File: src/logic/gpe_pkg.sv
// constants for the sixteen-pin gpio port with edge interrupts and wake-up
// assumes a simple byte-addressed register port driven by the host processor
package gpe_pkg;
    // ----------------------------------------------------------------
    // register byte offsets
    // ----------------------------------------------------------------
    localparam logic [7:0] OFS_REVISION   = 8'h00;
    localparam logic [7:0] OFS_SYS_CONFIG = 8'h10;
    localparam logic [7:0] OFS_SYS_STATUS = 8'h14;
    localparam logic [7:0] OFS_IRQ_STAT1  = 8'h18;
    localparam logic [7:0] OFS_IRQ_EN1    = 8'h1C;
    localparam logic [7:0] OFS_IRQ_STAT2  = 8'h20;
    localparam logic [7:0] OFS_IRQ_EN2    = 8'h24;
    localparam logic [7:0] OFS_WAKE_EN    = 8'h28;
    localparam logic [7:0] OFS_DATA_IN    = 8'h2C;
    localparam logic [7:0] OFS_DATA_OUT   = 8'h30;
    localparam logic [7:0] OFS_DIRECTION  = 8'h34;
    localparam logic [7:0] OFS_EDGE_LOW   = 8'h38;
    localparam logic [7:0] OFS_EDGE_HIGH  = 8'h3C;
    localparam logic [7:0] OFS_CLR_EN1    = 8'h9C;
    localparam logic [7:0] OFS_CLR_EN2    = 8'hA4;
    localparam logic [7:0] OFS_CLR_WAKE   = 8'hA8;
    localparam logic [7:0] OFS_CLR_DOUT   = 8'hB0;
    localparam logic [7:0] OFS_SET_EN1    = 8'hDC;
    localparam logic [7:0] OFS_SET_EN2    = 8'hE4;
    localparam logic [7:0] OFS_SET_WAKE   = 8'hE8;
    localparam logic [7:0] OFS_SET_DOUT   = 8'hF0;

    // ----------------------------------------------------------------
    // configuration field positions
    // ----------------------------------------------------------------
    localparam int CFG_AUTO_GATE_BIT  = 0;
    localparam int CFG_SOFT_RESET_BIT = 1;
    localparam int CFG_WAKE_GLOBAL    = 2;
    localparam int CFG_IDLE_LSB       = 3;
    localparam int STAT_DONE_BIT      = 0;

    // ----------------------------------------------------------------
    // reset values
    // ----------------------------------------------------------------
    localparam logic [15:0] RST_DIRECTION = 16'hFFFF;
    localparam logic [15:0] RST_ZERO16    = 16'h0000;
    localparam logic [4:0]  RST_CONFIG    = 5'h00;
    // revision code is arbitrary
    localparam logic [7:0]  REVISION_CODE = 8'h10;

    // ----------------------------------------------------------------
    // timing: internal reset sequence length after a soft reset
    // ----------------------------------------------------------------
    localparam int RESET_SEQ_CYCLES = 4;

    // ----------------------------------------------------------------
    // idle policy and edge select encodings
    // ----------------------------------------------------------------
    typedef enum logic [1:0] {
        IDLE_FORCE = 2'b00,
        IDLE_NONE  = 2'b01,
        IDLE_SMART = 2'b10
    } gpe_idle_e;

    localparam logic [1:0] EDGE_NONE = 2'b00;
    localparam logic [1:0] EDGE_FALL = 2'b01;
    localparam logic [1:0] EDGE_RISE = 2'b10;
    localparam logic [1:0] EDGE_BOTH = 2'b11;
endpackage

File: src/logic/gpe_port.sv
// sixteen-pin gpio port: register bank, edge detection, interrupts, wake-up
// assumes host reaches registers through a simple single-cycle register port
`timescale 1ns/1ps
module gpe_port #(
    parameter int PINS = 16
) (
    input  wire logic             MCLK,
    input  wire logic             SYS_RST,
    input  wire logic [7:0]       REG_ADDR,
    input  wire logic             REG_WR,
    input  wire logic             REG_RD,
    input  wire logic [31:0]      REG_WDATA,
    output logic      [31:0]      REG_RDATA,
    input  wire logic [PINS-1:0]  PIN_IN,
    output logic      [PINS-1:0]  PIN_OUT,
    output logic      [PINS-1:0]  PIN_OE,
    output logic                  IRQ1_N,
    output logic                  IRQ2_N,
    output logic                  WAKE_REQ,
    input  wire logic             IDLE_ACTIVE,
    output logic                  IFC_CLK_EN
);
    // ----------------------------------------------------------------
    // register state
    // ----------------------------------------------------------------
    logic [PINS-1:0]   stat1_ff;
    logic [PINS-1:0]   stat2_ff;
    logic [PINS-1:0]   en1_ff;
    logic [PINS-1:0]   en2_ff;
    logic [PINS-1:0]   wake_en_ff;
    logic [PINS-1:0]   din;
    logic [PINS-1:0]   dout_ff;
    logic [PINS-1:0]   dir_ff;
    logic [15:0]       edge_lo_ff;
    logic [15:0]       edge_hi_ff;
    logic              auto_gate_ff;
    logic              wake_global_ff;
    gpe_pkg::gpe_idle_e idle_ff;
    logic [2:0]        rst_cnt_ff;
    logic              done_ff;
    logic [PINS-1:0]   idle_pend_ff;
    logic              irq1_ff;
    logic              irq2_ff;
    logic              wake_ff;
    logic [31:0]       rdata_ff;
    logic              bus_busy_ff;

    logic [PINS-1:0]   pin_sync;
    logic [PINS-1:0]   hit;
    logic [31:0]       edge_all;
    logic              soft_rst;
    logic              mod_rst;
    logic [PINS-1:0]   wdat;
    logic [PINS-1:0]   stat_set;

    assign wdat     = REG_WDATA[PINS-1:0];
    assign edge_all = {edge_hi_ff, edge_lo_ff};
    // soft reset acts like the hardware reset on every register except the read data register
    assign soft_rst = REG_WR && (REG_ADDR == gpe_pkg::OFS_SYS_CONFIG)
                      && REG_WDATA[gpe_pkg::CFG_SOFT_RESET_BIT];
    assign mod_rst  = SYS_RST || (rst_cnt_ff != 3'd0);

    // ----------------------------------------------------------------
    // per-pin detectors
    // ----------------------------------------------------------------
    // pin p uses field bits 2p+1:2p of the combined edge vector
    genvar p;
    generate
        for (p = 0; p < PINS; p++) begin : g_pin
            gpe_edge_pin u_edge (
                .MCLK     (MCLK),
                .SYS_RST  (mod_rst),
                .pin_raw  (PIN_IN[p]),
                .edge_sel (edge_all[2*p+1 -: 2]),
                .is_input (dir_ff[p]),
                .pin_sync (pin_sync[p]),
                .hit      (hit[p])
            );
        end
    endgenerate

    // ----------------------------------------------------------------
    // reset sequencing
    // ----------------------------------------------------------------
    // a short internal sequence so software can poll for completion
    always_ff @(posedge MCLK) begin
        if (SYS_RST || soft_rst) begin
            rst_cnt_ff <= 3'(gpe_pkg::RESET_SEQ_CYCLES);
            done_ff    <= 1'b0;
        end else if (rst_cnt_ff != 3'd0) begin
            rst_cnt_ff <= rst_cnt_ff - 3'd1;
        end else begin
            done_ff    <= 1'b1;
        end
    end

    // ----------------------------------------------------------------
    // configuration register
    // ----------------------------------------------------------------
    always_ff @(posedge MCLK) begin
        if (mod_rst || soft_rst) begin
            auto_gate_ff   <= gpe_pkg::RST_CONFIG[gpe_pkg::CFG_AUTO_GATE_BIT];
            wake_global_ff <= gpe_pkg::RST_CONFIG[gpe_pkg::CFG_WAKE_GLOBAL];
            idle_ff        <= gpe_pkg::IDLE_FORCE;
        end else if (REG_WR && REG_ADDR == gpe_pkg::OFS_SYS_CONFIG) begin
            auto_gate_ff   <= REG_WDATA[gpe_pkg::CFG_AUTO_GATE_BIT];
            wake_global_ff <= REG_WDATA[gpe_pkg::CFG_WAKE_GLOBAL];
            idle_ff        <= gpe_pkg::gpe_idle_e'(REG_WDATA[gpe_pkg::CFG_IDLE_LSB +: 2]);
        end
    end

    // ----------------------------------------------------------------
    // clock gating request
    // ----------------------------------------------------------------
    // the gate itself sits outside; this only says when the clock may stop
    always_ff @(posedge MCLK) begin
        if (mod_rst) begin
            bus_busy_ff <= 1'b0;
        end else begin
            bus_busy_ff <= REG_WR || REG_RD;
        end
    end
    assign IFC_CLK_EN = !auto_gate_ff || REG_WR || REG_RD || bus_busy_ff;

    // ----------------------------------------------------------------
    // enable registers with set and clear aliases
    // ----------------------------------------------------------------
    always_ff @(posedge MCLK) begin
        if (mod_rst) begin
            en1_ff <= gpe_pkg::RST_ZERO16;
            en2_ff <= gpe_pkg::RST_ZERO16;
        end else if (REG_WR) begin
            case (REG_ADDR)
                gpe_pkg::OFS_IRQ_EN1: en1_ff <= wdat;
                gpe_pkg::OFS_IRQ_EN2: en2_ff <= wdat;
                gpe_pkg::OFS_CLR_EN1: en1_ff <= en1_ff & ~wdat;
                gpe_pkg::OFS_CLR_EN2: en2_ff <= en2_ff & ~wdat;
                gpe_pkg::OFS_SET_EN1: en1_ff <= en1_ff | wdat;
                gpe_pkg::OFS_SET_EN2: en2_ff <= en2_ff | wdat;
                default: ;
            endcase
        end
    end

    // wake enable and its aliases
    always_ff @(posedge MCLK) begin
        if (mod_rst) begin
            wake_en_ff <= gpe_pkg::RST_ZERO16;
        end else if (REG_WR) begin
            case (REG_ADDR)
                gpe_pkg::OFS_WAKE_EN:  wake_en_ff <= wdat;
                gpe_pkg::OFS_CLR_WAKE: wake_en_ff <= wake_en_ff & ~wdat;
                gpe_pkg::OFS_SET_WAKE: wake_en_ff <= wake_en_ff | wdat;
                default: ;
            endcase
        end
    end

    // output drive and its aliases
    always_ff @(posedge MCLK) begin
        if (mod_rst) begin
            dout_ff <= gpe_pkg::RST_ZERO16;
        end else if (REG_WR) begin
            case (REG_ADDR)
                gpe_pkg::OFS_DATA_OUT: dout_ff <= wdat;
                gpe_pkg::OFS_CLR_DOUT: dout_ff <= dout_ff & ~wdat;
                gpe_pkg::OFS_SET_DOUT: dout_ff <= dout_ff | wdat;
                default: ;
            endcase
        end
    end

    // direction and edge selection
    always_ff @(posedge MCLK) begin
        if (mod_rst) begin
            dir_ff     <= gpe_pkg::RST_DIRECTION;
            edge_lo_ff <= gpe_pkg::RST_ZERO16;
            edge_hi_ff <= gpe_pkg::RST_ZERO16;
        end else if (REG_WR) begin
            case (REG_ADDR)
                gpe_pkg::OFS_DIRECTION: dir_ff     <= wdat;
                gpe_pkg::OFS_EDGE_LOW:  edge_lo_ff <= REG_WDATA[15:0];
                gpe_pkg::OFS_EDGE_HIGH: edge_hi_ff <= REG_WDATA[15:0];
                default: ;
            endcase
        end
    end

    // pins drive only where direction says output
    assign PIN_OUT = dout_ff;
    assign PIN_OE  = ~dir_ff;

    // ----------------------------------------------------------------
    // input sample
    // ----------------------------------------------------------------
    // synchroniser output taken straight, so a change shows after two edges
    // a third stage here would stretch the pin-to-register delay to three
    assign din = pin_sync;

    // ----------------------------------------------------------------
    // idle-time event capture
    // ----------------------------------------------------------------
    // events seen while idle are held and posted once the module is active
    always_ff @(posedge MCLK) begin
        if (mod_rst) begin
            idle_pend_ff <= gpe_pkg::RST_ZERO16;
        end else if (IDLE_ACTIVE) begin
            idle_pend_ff <= idle_pend_ff | hit;
        end else begin
            idle_pend_ff <= gpe_pkg::RST_ZERO16;
        end
    end

    assign stat_set = IDLE_ACTIVE ? '0 : (hit | idle_pend_ff);

    // ----------------------------------------------------------------
    // interrupt status, write one to clear
    // ----------------------------------------------------------------
    // a pin event in the clear cycle wins, so no edge is lost
    always_ff @(posedge MCLK) begin
        if (mod_rst) begin
            stat1_ff <= gpe_pkg::RST_ZERO16;
            stat2_ff <= gpe_pkg::RST_ZERO16;
        end else begin
            stat1_ff <= (stat1_ff & ~((REG_WR && REG_ADDR == gpe_pkg::OFS_IRQ_STAT1)
                        ? wdat : '0)) | stat_set;
            stat2_ff <= (stat2_ff & ~((REG_WR && REG_ADDR == gpe_pkg::OFS_IRQ_STAT2)
                        ? wdat : '0)) | stat_set;
        end
    end

    // ----------------------------------------------------------------
    // interrupt and wake outputs
    // ----------------------------------------------------------------
    // interrupt lines registered from status, hence one cycle behind the status bit; wake registered from the pin events
    always_ff @(posedge MCLK) begin
        if (mod_rst) begin
            irq1_ff <= 1'b0;
            irq2_ff <= 1'b0;
            wake_ff <= 1'b0;
        end else begin
            irq1_ff <= |(stat1_ff & en1_ff);
            irq2_ff <= |(stat2_ff & en2_ff);
            wake_ff <= IDLE_ACTIVE && wake_global_ff
                       && (idle_ff != gpe_pkg::IDLE_FORCE)
                       && |((hit | idle_pend_ff) & wake_en_ff);
        end
    end
    assign IRQ1_N   = ~irq1_ff;
    assign IRQ2_N   = ~irq2_ff;
    assign WAKE_REQ = wake_ff;

    // ----------------------------------------------------------------
    // read path
    // ----------------------------------------------------------------
    // data registered; unmapped offsets read zero
    always_ff @(posedge MCLK) begin
        if (SYS_RST) begin
            rdata_ff <= 32'h0000_0000;
        end else if (REG_RD) begin
            case (REG_ADDR)
                gpe_pkg::OFS_REVISION:   rdata_ff <= {24'h00_0000, gpe_pkg::REVISION_CODE};
                gpe_pkg::OFS_SYS_CONFIG: rdata_ff <= {27'h000_0000, idle_ff,
                                             wake_global_ff, 1'b0, auto_gate_ff};
                gpe_pkg::OFS_SYS_STATUS: rdata_ff <= {31'h0000_0000, done_ff};
                gpe_pkg::OFS_IRQ_STAT1:  rdata_ff <= 32'(stat1_ff);
                gpe_pkg::OFS_IRQ_STAT2:  rdata_ff <= 32'(stat2_ff);
                gpe_pkg::OFS_IRQ_EN1,
                gpe_pkg::OFS_CLR_EN1,
                gpe_pkg::OFS_SET_EN1:    rdata_ff <= 32'(en1_ff);
                gpe_pkg::OFS_IRQ_EN2,
                gpe_pkg::OFS_CLR_EN2,
                gpe_pkg::OFS_SET_EN2:    rdata_ff <= 32'(en2_ff);
                gpe_pkg::OFS_WAKE_EN,
                gpe_pkg::OFS_CLR_WAKE,
                gpe_pkg::OFS_SET_WAKE:   rdata_ff <= 32'(wake_en_ff);
                gpe_pkg::OFS_DATA_IN:    rdata_ff <= 32'(din);
                gpe_pkg::OFS_DATA_OUT,
                gpe_pkg::OFS_CLR_DOUT,
                gpe_pkg::OFS_SET_DOUT:   rdata_ff <= 32'(dout_ff);
                gpe_pkg::OFS_DIRECTION:  rdata_ff <= 32'(dir_ff);
                gpe_pkg::OFS_EDGE_LOW:   rdata_ff <= {16'h0000, edge_lo_ff};
                gpe_pkg::OFS_EDGE_HIGH:  rdata_ff <= {16'h0000, edge_hi_ff};
                default:                 rdata_ff <= 32'h0000_0000;
            endcase
        end
    end
    assign REG_RDATA = rdata_ff;
endmodule

File: src/logic/gpe_edge_pin.sv
// one pin's edge detector: synchroniser, previous-level and edge select
// assumes the pin level may be asynchronous; two flops before use
`timescale 1ns/1ps
module gpe_edge_pin (
    input  wire logic       MCLK,
    input  wire logic       SYS_RST,
    input  wire logic       pin_raw,
    input  wire logic [1:0] edge_sel,
    input  wire logic       is_input,
    output logic            pin_sync,
    output logic            hit
);
    logic meta_ff;
    logic sync_ff;
    logic prev_ff;

    // two-flop synchroniser, then one more stage for the edge compare
    always_ff @(posedge MCLK) begin
        if (SYS_RST) begin
            meta_ff <= 1'b0;
            sync_ff <= 1'b0;
            prev_ff <= 1'b0;
        end else begin
            meta_ff <= pin_raw;
            sync_ff <= meta_ff;
            prev_ff <= sync_ff;
        end
    end

    assign pin_sync = sync_ff;

    // edge decode; output pins never detect
    always_comb begin
        hit = 1'b0;
        if (is_input) begin
            case (edge_sel)
                gpe_pkg::EDGE_FALL: hit = prev_ff & ~sync_ff;
                gpe_pkg::EDGE_RISE: hit = ~prev_ff & sync_ff;
                gpe_pkg::EDGE_BOTH: hit = prev_ff ^ sync_ff;
                default:            hit = 1'b0;
            endcase
        end
    end
endmodule

File: config.mk
export PLATFORM = sky130hd
export DESIGN_NAME = gpe_port
export DESIGN_NICKNAME = d
export VERILOG_FILES = /design/src/logic/gpe_pkg.sv /design/src/logic/gpe_port.sv /design/src/logic/gpe_edge_pin.sv
export SDC_FILE = /design/constraint.sdc
export NUM_CORES = 1
export LEC_CHECK = 0
export CAP_MARGIN = 10
export CELL_PAD_IN_SITES_DETAIL_PLACEMENT = 2
export CELL_PAD_IN_SITES_GLOBAL_PLACEMENT = 2
export CORE_MARGIN = 5
export CORE_UTILIZATION = 41
export DETAILED_ROUTE_END_ITERATION = 8
export DONT_BUFFER_PORTS = 1
export HOLD_SLACK_MARGIN = 0.15
export PLACE_DENSITY = 0.81
export REMOVE_ABC_BUFFERS = 1
export SYNTH_ARGS = -nofsm -noshare
export SYNTH_HDL_FRONTEND = slang
export SYNTH_HIERARCHICAL = 1
export SYNTH_SLANG_ARGS = --single-unit
export TNS_END_PERCENT = 20
File: constraint.sdc
create_clock -name MCLK -period 5.3 [get_ports MCLK]
set_input_delay 0.53 -clock MCLK [delete_from_list [all_inputs] [get_ports MCLK]]
set_output_delay 0.53 -clock MCLK [all_outputs]
set_load 0.01 [all_outputs]
# Word-level counts from Yosys, hierarchy flattened
# Index checks and enable logic that the tools add are counted.
dict set report totals {
  reg_bits 252
  out_inout_bits 68
  word_cells 317
}
dict set report op_classes {
  add_sub_neg 1
  n_eq_ne 68
  muxes 40
  bitwise_logic 103
  n_reduce_logical 37
}
# operator count
set op_table {}
lappend op_table {{$pmux 16 s13} 1}
lappend op_table {{$pmux 16 s3} 4}
lappend op_table {{$and 16x16->16} 9}
lappend op_table {{$or 16x16->16} 7}
lappend op_table {{$eq 2x2->1 const B} 32}
lappend op_table {{$eq 8x6->1 const B} 8}
lappend op_table {{$eq 8x8->1 const B} 8}
lappend op_table {{$not 16->16} 4}
lappend op_table {{$mux 16} 3}
lappend op_table {{$pmux 1 s3} 16}
lappend op_table {{$reduce_or 16->1} 3}
lappend op_table {{$not 1->1} 35}
lappend op_table {{$and 1x1->1} 32}
lappend op_table {{$eq 2x1->1 const B} 16}
lappend op_table {{$eq 8x5->1 const B} 4}
lappend op_table {{$mux 1} 16}
lappend op_table {{$xor 1x1->1} 16}
lappend op_table {{$reduce_bool 3->1} 5}
lappend op_table {{$reduce_and 2->1} 7}
lappend op_table {{$reduce_or 3->1} 4}
lappend op_table {{$logic_not 8->1} 1}
lappend op_table {{$logic_and 1x1->1} 7}
lappend op_table {{$logic_or 1x1->1} 7}
lappend op_table {{$sub 3x1->3 const B} 1}
lappend op_table {{other kinds (3)} 3}

# Logic depth before layout (Yosys ltp)
dict set report logic_depth {
  depth_word 8
  ltp_mapped 9
}

# Cells and area by module
# The synthesis kept the hierarchy.
# mod instances cells_each area_each_um2
set modules_own_cells {}
lappend modules_own_cells {gpe_port 1 1104 9098.7}
lappend modules_own_cells {gpe_edge_pin 16 15 138.9}

# Worst setup path before layout
# OpenSTA, ideal clock, no wires.
dict set report synth_timing {
  path_kind {register to register}
  from {register rst_cnt_ff[0]}
  to {register edge_hi_ff[10]}
  setup_time_ns 0.181
  arrival_ns 2.169
  required_ns 5.119
  setup_slack_ns 2.950
  path_stages_with_launch 8
  n_path_buf 1
  path_cell_list {dfxtp_1 > inv_1 > ha_1 > nand2b_1 > nor2_1 > clkinv_1 > clkbuf_1 > nor2_1}
}
dict set report synth_between {
  elab_chain_len 2
}
# element line_no
set synth_rtl {}
lappend synth_rtl {{start, declared} gpe_port.sv:39} ;# logic [2:0] rst_cnt_ff;
lappend synth_rtl {{start signal, assigned} gpe_port.sv:88} ;# rst_cnt_ff <= 3'(gpe_pkg::RESET_SEQ_CYCLES);
lappend synth_rtl {{start signal, assigned} gpe_port.sv:91} ;# rst_cnt_ff <= rst_cnt_ff - 3'd1;
lappend synth_rtl {{$reduce_bool 3->1} gpe_port.sv:61} ;# assign mod_rst = SYS_RST || (rst_cnt_ff != 3'd0);
lappend synth_rtl {{$logic_or 1x1->1} gpe_port.sv:61}
lappend synth_rtl {{via mod_rst} gpe_port.sv:52} ;# logic mod_rst;
lappend synth_rtl {{end signal, assigned} gpe_port.sv:178} ;# edge_hi_ff <= gpe_pkg::RST_ZERO16;
lappend synth_rtl {{end signal, assigned} gpe_port.sv:183} ;# gpe_pkg::OFS_EDGE_HIGH: edge_hi_ff <= REG_WDATA[15:0];
lappend synth_rtl {{end, declared} gpe_port.sv:35} ;# logic [15:0] edge_hi_ff;
# The timed path passes the listed nets, and every way through them passes these cells.
# A chain may end at the register's enable or synchronous reset.

# Worst setup path after layout
dict set report layout_timing {
  from {register g_pin[5].u_edge.sync_ff}
  to {register wake_ff, in the netlist WAKE_REQ}
}
dict set report layout_between {
  elab_chain_len 8
}
# element line_no
set layout_rtl {}
lappend layout_rtl {{start, declared} gpe_edge_pin.sv:14} ;# logic sync_ff;
lappend layout_rtl {{start signal, assigned} gpe_edge_pin.sv:25} ;# sync_ff <= meta_ff;
lappend layout_rtl {{$not 1->1} gpe_edge_pin.sv:37} ;# gpe_pkg::EDGE_FALL: hit = prev_ff & ~sync_ff;
lappend layout_rtl {{$and 1x1->1} gpe_edge_pin.sv:37}
lappend layout_rtl {{$pmux 1 s3 *} gpe_edge_pin.sv:36} ;# case (edge_sel)
lappend layout_rtl {{$mux 1 *} gpe_edge_pin.sv:35} ;# if (is_input) begin
lappend layout_rtl {{via hit[5]} gpe_port.sv:49} ;# logic [PINS-1:0] hit;
lappend layout_rtl {{$or 16x16->16 *} gpe_port.sv:246} ;# && |((hit | idle_pend_ff) & wake_en_ff);
lappend layout_rtl {{$and 16x16->16 *} gpe_port.sv:246}
lappend layout_rtl {{$reduce_or 16->1 *} gpe_port.sv:246}
lappend layout_rtl {{$logic_and 1x1->1 *} gpe_port.sv:246}
lappend layout_rtl {{end signal, assigned} gpe_port.sv:244} ;# wake_ff <= IDLE_ACTIVE && wake_global_ff
lappend layout_rtl {{end, declared} gpe_port.sv:44} ;# logic wake_ff;
# Mark *: on every way through the listed nets, which the timed path passes. The rest lies on a longest branch.

==> results_dict.tcl <==
set metrics [dict create \
    outcome "completed" \
    reg2reg_from "g_pin[5].u_edge/pin_sync" \
    min-delay-start "REG_WDATA[10]" \
    syn_avg_cell_area_um2 8.42 \
    hp-class "in2reg" \
    synth_seq_cells 236 \
    core_um2 27100 \
    switching_share_pct 26.3 \
    p_leak_uw 0.00414 \
    grt_pass1_vias 11600 \
    gp_congestion 0.914 \
    synth_edf_count 0 \
    tightest_slew_ns 1.23 \
    post-route-drc-count 0 \
    antenna_left 0 \
    cts.clk_slew.worst_paths_ns 0.06 \
    yosysTopAreaCell "dfxtp_1" \
    first_pass_iters 6 \
    power_density_nw_per_um2 312 \
    hold_path_end "en1_ff[10]" \
    ioPinCount 129 \
    cts_root_buffer "clkbuf_16" \
    finalNetCount 1418 \
    holdWs_ns 0.158 \
    clockBufferDepth 3 \
    fin_tns_setup_ns 0 \
    cp_slowest_cell "o21ai_0" \
    drv_slew 0 \
    wl_mm 51.7 \
    diodes 0 \
    timing.final.ws_setup_ns 2.50 \
    die_area_um2 31000 \
    p_sw_uw 1030 \
    crit_family "simple AND/OR/NAND/NOR gates" \
    die_w_um 176 \
    wl_per_cell_um 30.2 \
    critical_path_arrival_ns 3.20 \
    final_cell_mix "236 x dfxtp_1, 188 x nor2_1, 117 x nand2_1" \
    final_common_cell "dfxtp_1" \
    path_max_fanout 3 \
    cap_violations 0 \
    setup_violations 0 \
    antenna_found_initial 1 \
    critPathLaunchType "flip-flop" \
    p_int_uw 2870 \
    seqPwrFrac_pct 46.6 \
    dp_hpwl_mm 32.8 \
    fin_skew_ns 0.00959 \
    peakVddDrop_mv 0.300 \
    synthToLayoutAreaGrowth_pct 10.5 \
    vias_per_cell 6.45 \
    io_buffers 0 \
    endpoint_kind "flip-flop" \
    gr-total-overflow 0 \
    rsz0062_at_grt "no" \
    max_freq_mhz 357 \
    clk_latency_ns 0.55 \
    numCtsBuffers 27 \
    pre_cts_ws_ns 2.27 \
    netlist_instances 1344 \
    rows 60 \
    path_cells "inv_1 > ha_1 > nand2b_1 > a311oi_1 > o21ai_0 > nand4_1 > nor4_1 > nor3_1" \
    grt_pass1_wl_mm 75.6 \
    timing.final.crit_share_pct 52.9 \
    yosysUniqueCellTypes 67 \
    reg2regPathDepth 8 \
    max_stage_delay_ns 0.67 \
    cp.required_ns 5.70 \
    layout-drive-gt1-share_pct 6.86 \
    yosysSeqAreaShare_pct 41.7 \
    vias 11000 \
    htreeDepth 1 \
    grtUsageTotal_pct 32.3 \
    grt_max_degree 133 \
    synth_top_area_share_pct 41.7 \
    r2r_setup_slack_ns 2.50 \
    comb_power_share_pct 8.3 \
    synthesis.area_um2 11300 \
    hold_viol 0 \
    cts_tree "yes" \
    clock_power_share_pct 45.2 \
    path_buf_inv 1 \
    dp.cells 1632 \
    hold-path-cell-count 2 \
    die_h_um 176 \
    stdcell_count 1713 \
    worst_r2r_endpoint "WAKE_REQ" \
    synth_ff_type "dfxtp_1" \
    drtIter0Drc 1036 \
    period_needed_ns 2.80 \
    ys_warn_count 6 \
    synthTopCellsByArea "dfxtp_1 42%, nor2_1 6.3%, a22oi_1 5.4%" \
    cts.sinks 236 \
    maxSlewHeadroom_pct 18.2 \
    initial_core_util_pct 41.8 \
    crit_type "reg2reg" \
    async_flop_share_pct 0 \
]
==> metal layers <==
layer | global-route usage (%) | vias up | wire, µm
met5 | 0 | - | 8
li1 | - | 4690 | -
met2 | 53.3 | 556 | 23800
met3 | 7.79 | 180 | 4590
met1 | 39.9 | 5615 | 20400
met4 | 14.9 | 2 | 2860
==> synthesized netlist by cell type (33+ instances only) <==
cell,instances
dfxtp_1,236
nor2_1,189
nand2_1,117
o21ai_0,89
a21oi_1,81
a22oi_1,81
inv_1,71
clkbuf_1,51
nor2b_1,38
nand2b_1,35
ha_1,34
a32oi_1,33
==> cell type report <==
type	count	area, µm²
Clock inverter	9	48.8
Clock buffer	38	757
Inverter	73	279
Timing Repair Buffer	51	468
Fill cell	3003	14600
Sequential cell	236	4720
Multi-Input combinational cell	934	5770
Tap cell	372	465
==> per-stage QoR <==
step | instance area, µm² | power, µW | utilization (%)
6_report | 12500 | 3900 | 46.2
5_1_grt | 12500 | 4020 | 46.2
4_1_cts | 12500 | 3910 | 46.2
3_5_place_dp | 11400 | 2140 | 41.9
3_3_place_gp | 11400 | 2130 | 41.9
2_1_floorplan | 10800 | 2020 | -
==> sequential cells by signal (all words and copies together), names as in the netlist <==
name                   flops
en2_ff                    16
done_ff                    1
en1_ff                    16
stat1_ff                  16
stat2_ff                  16
PIN_OUT                   16
edge_lo_ff                16
irq1_ff                    1
g_pin.u_edge/prev_ff      16
wake_en_ff                16
idle_pend_ff              16
g_pin.u_edge/pin_sync     16
WAKE_REQ                   1
irq2_ff                    1
REG_RDATA                 16
auto_gate_ff               1
idle_ff                    2
edge_hi_ff                16
wake_global_ff             1
g_pin.u_edge/meta_ff      16
bus_busy_ff                1
dir_ff                    16
rst_cnt_ff                 3
==> cell families (layout without fill, tap and decap cells) <==
kind of cell             count (synthesis)  in the layout  synth area share, %
XOR/XNOR                                 1              1               0.0774
flip-flops                             236            236                 41.7
AND/OR/NAND/NOR                        450            450                 18.9
AO/OA/AOI/OAI                          397            397                 24.3
adder cells (fa/ha/maj)                 34             34                 3.76
buffers and inverters                  189            171                 7.86
other                                    1             16               0.0331
multiplexers                            36             36                 3.30
==> worst max path at each step <==
stage | to | cells after the start | from | slack (ns)
after floorplan | irq1_ff | 6 | rst_cnt_ff[0] | 0.50
after global placement | REG_RDATA[14] | 5 | REG_ADDR[1] | 2.36
after detailed placement | en1_ff[9] | 5 | REG_ADDR[0] | 2.27
after CTS | WAKE_REQ | 8 | g_pin[5].u_edge/pin_sync | 2.54
after global routing | WAKE_REQ | 8 | g_pin[5].u_edge/pin_sync | 2.50
final | WAKE_REQ | 8 | g_pin[5].u_edge/pin_sync | 2.50
==> what timing repair did <==
item	in CTS	in global routing
gates resized for setup	0	0
buffers inserted	0	0
hold buffers	34	0
hold endpoints to repair	95	0
==> worst reg2reg max path: stages, from the launching register on <==
cell	delay [ns]
dfxtp_1	0.39
inv_1	0.09
ha_1	0.29
nand2b_1	0.11
a311oi_1	0.14
o21ai_0	0.67
nand4_1	0.30
nor4_1	0.55
nor3_1	0.14
==> power groups by stage <==
stage	combinational, µW	sequential (µW)	clock [µW]
after global placement	273	1860	0
after CTS	317	1820	1780
final	322	1820	1760
after global routing	341	1820	1860
after detailed placement	282	1860	0
after floorplan	171	1850	0
Power figures use the tool's default switching activity.
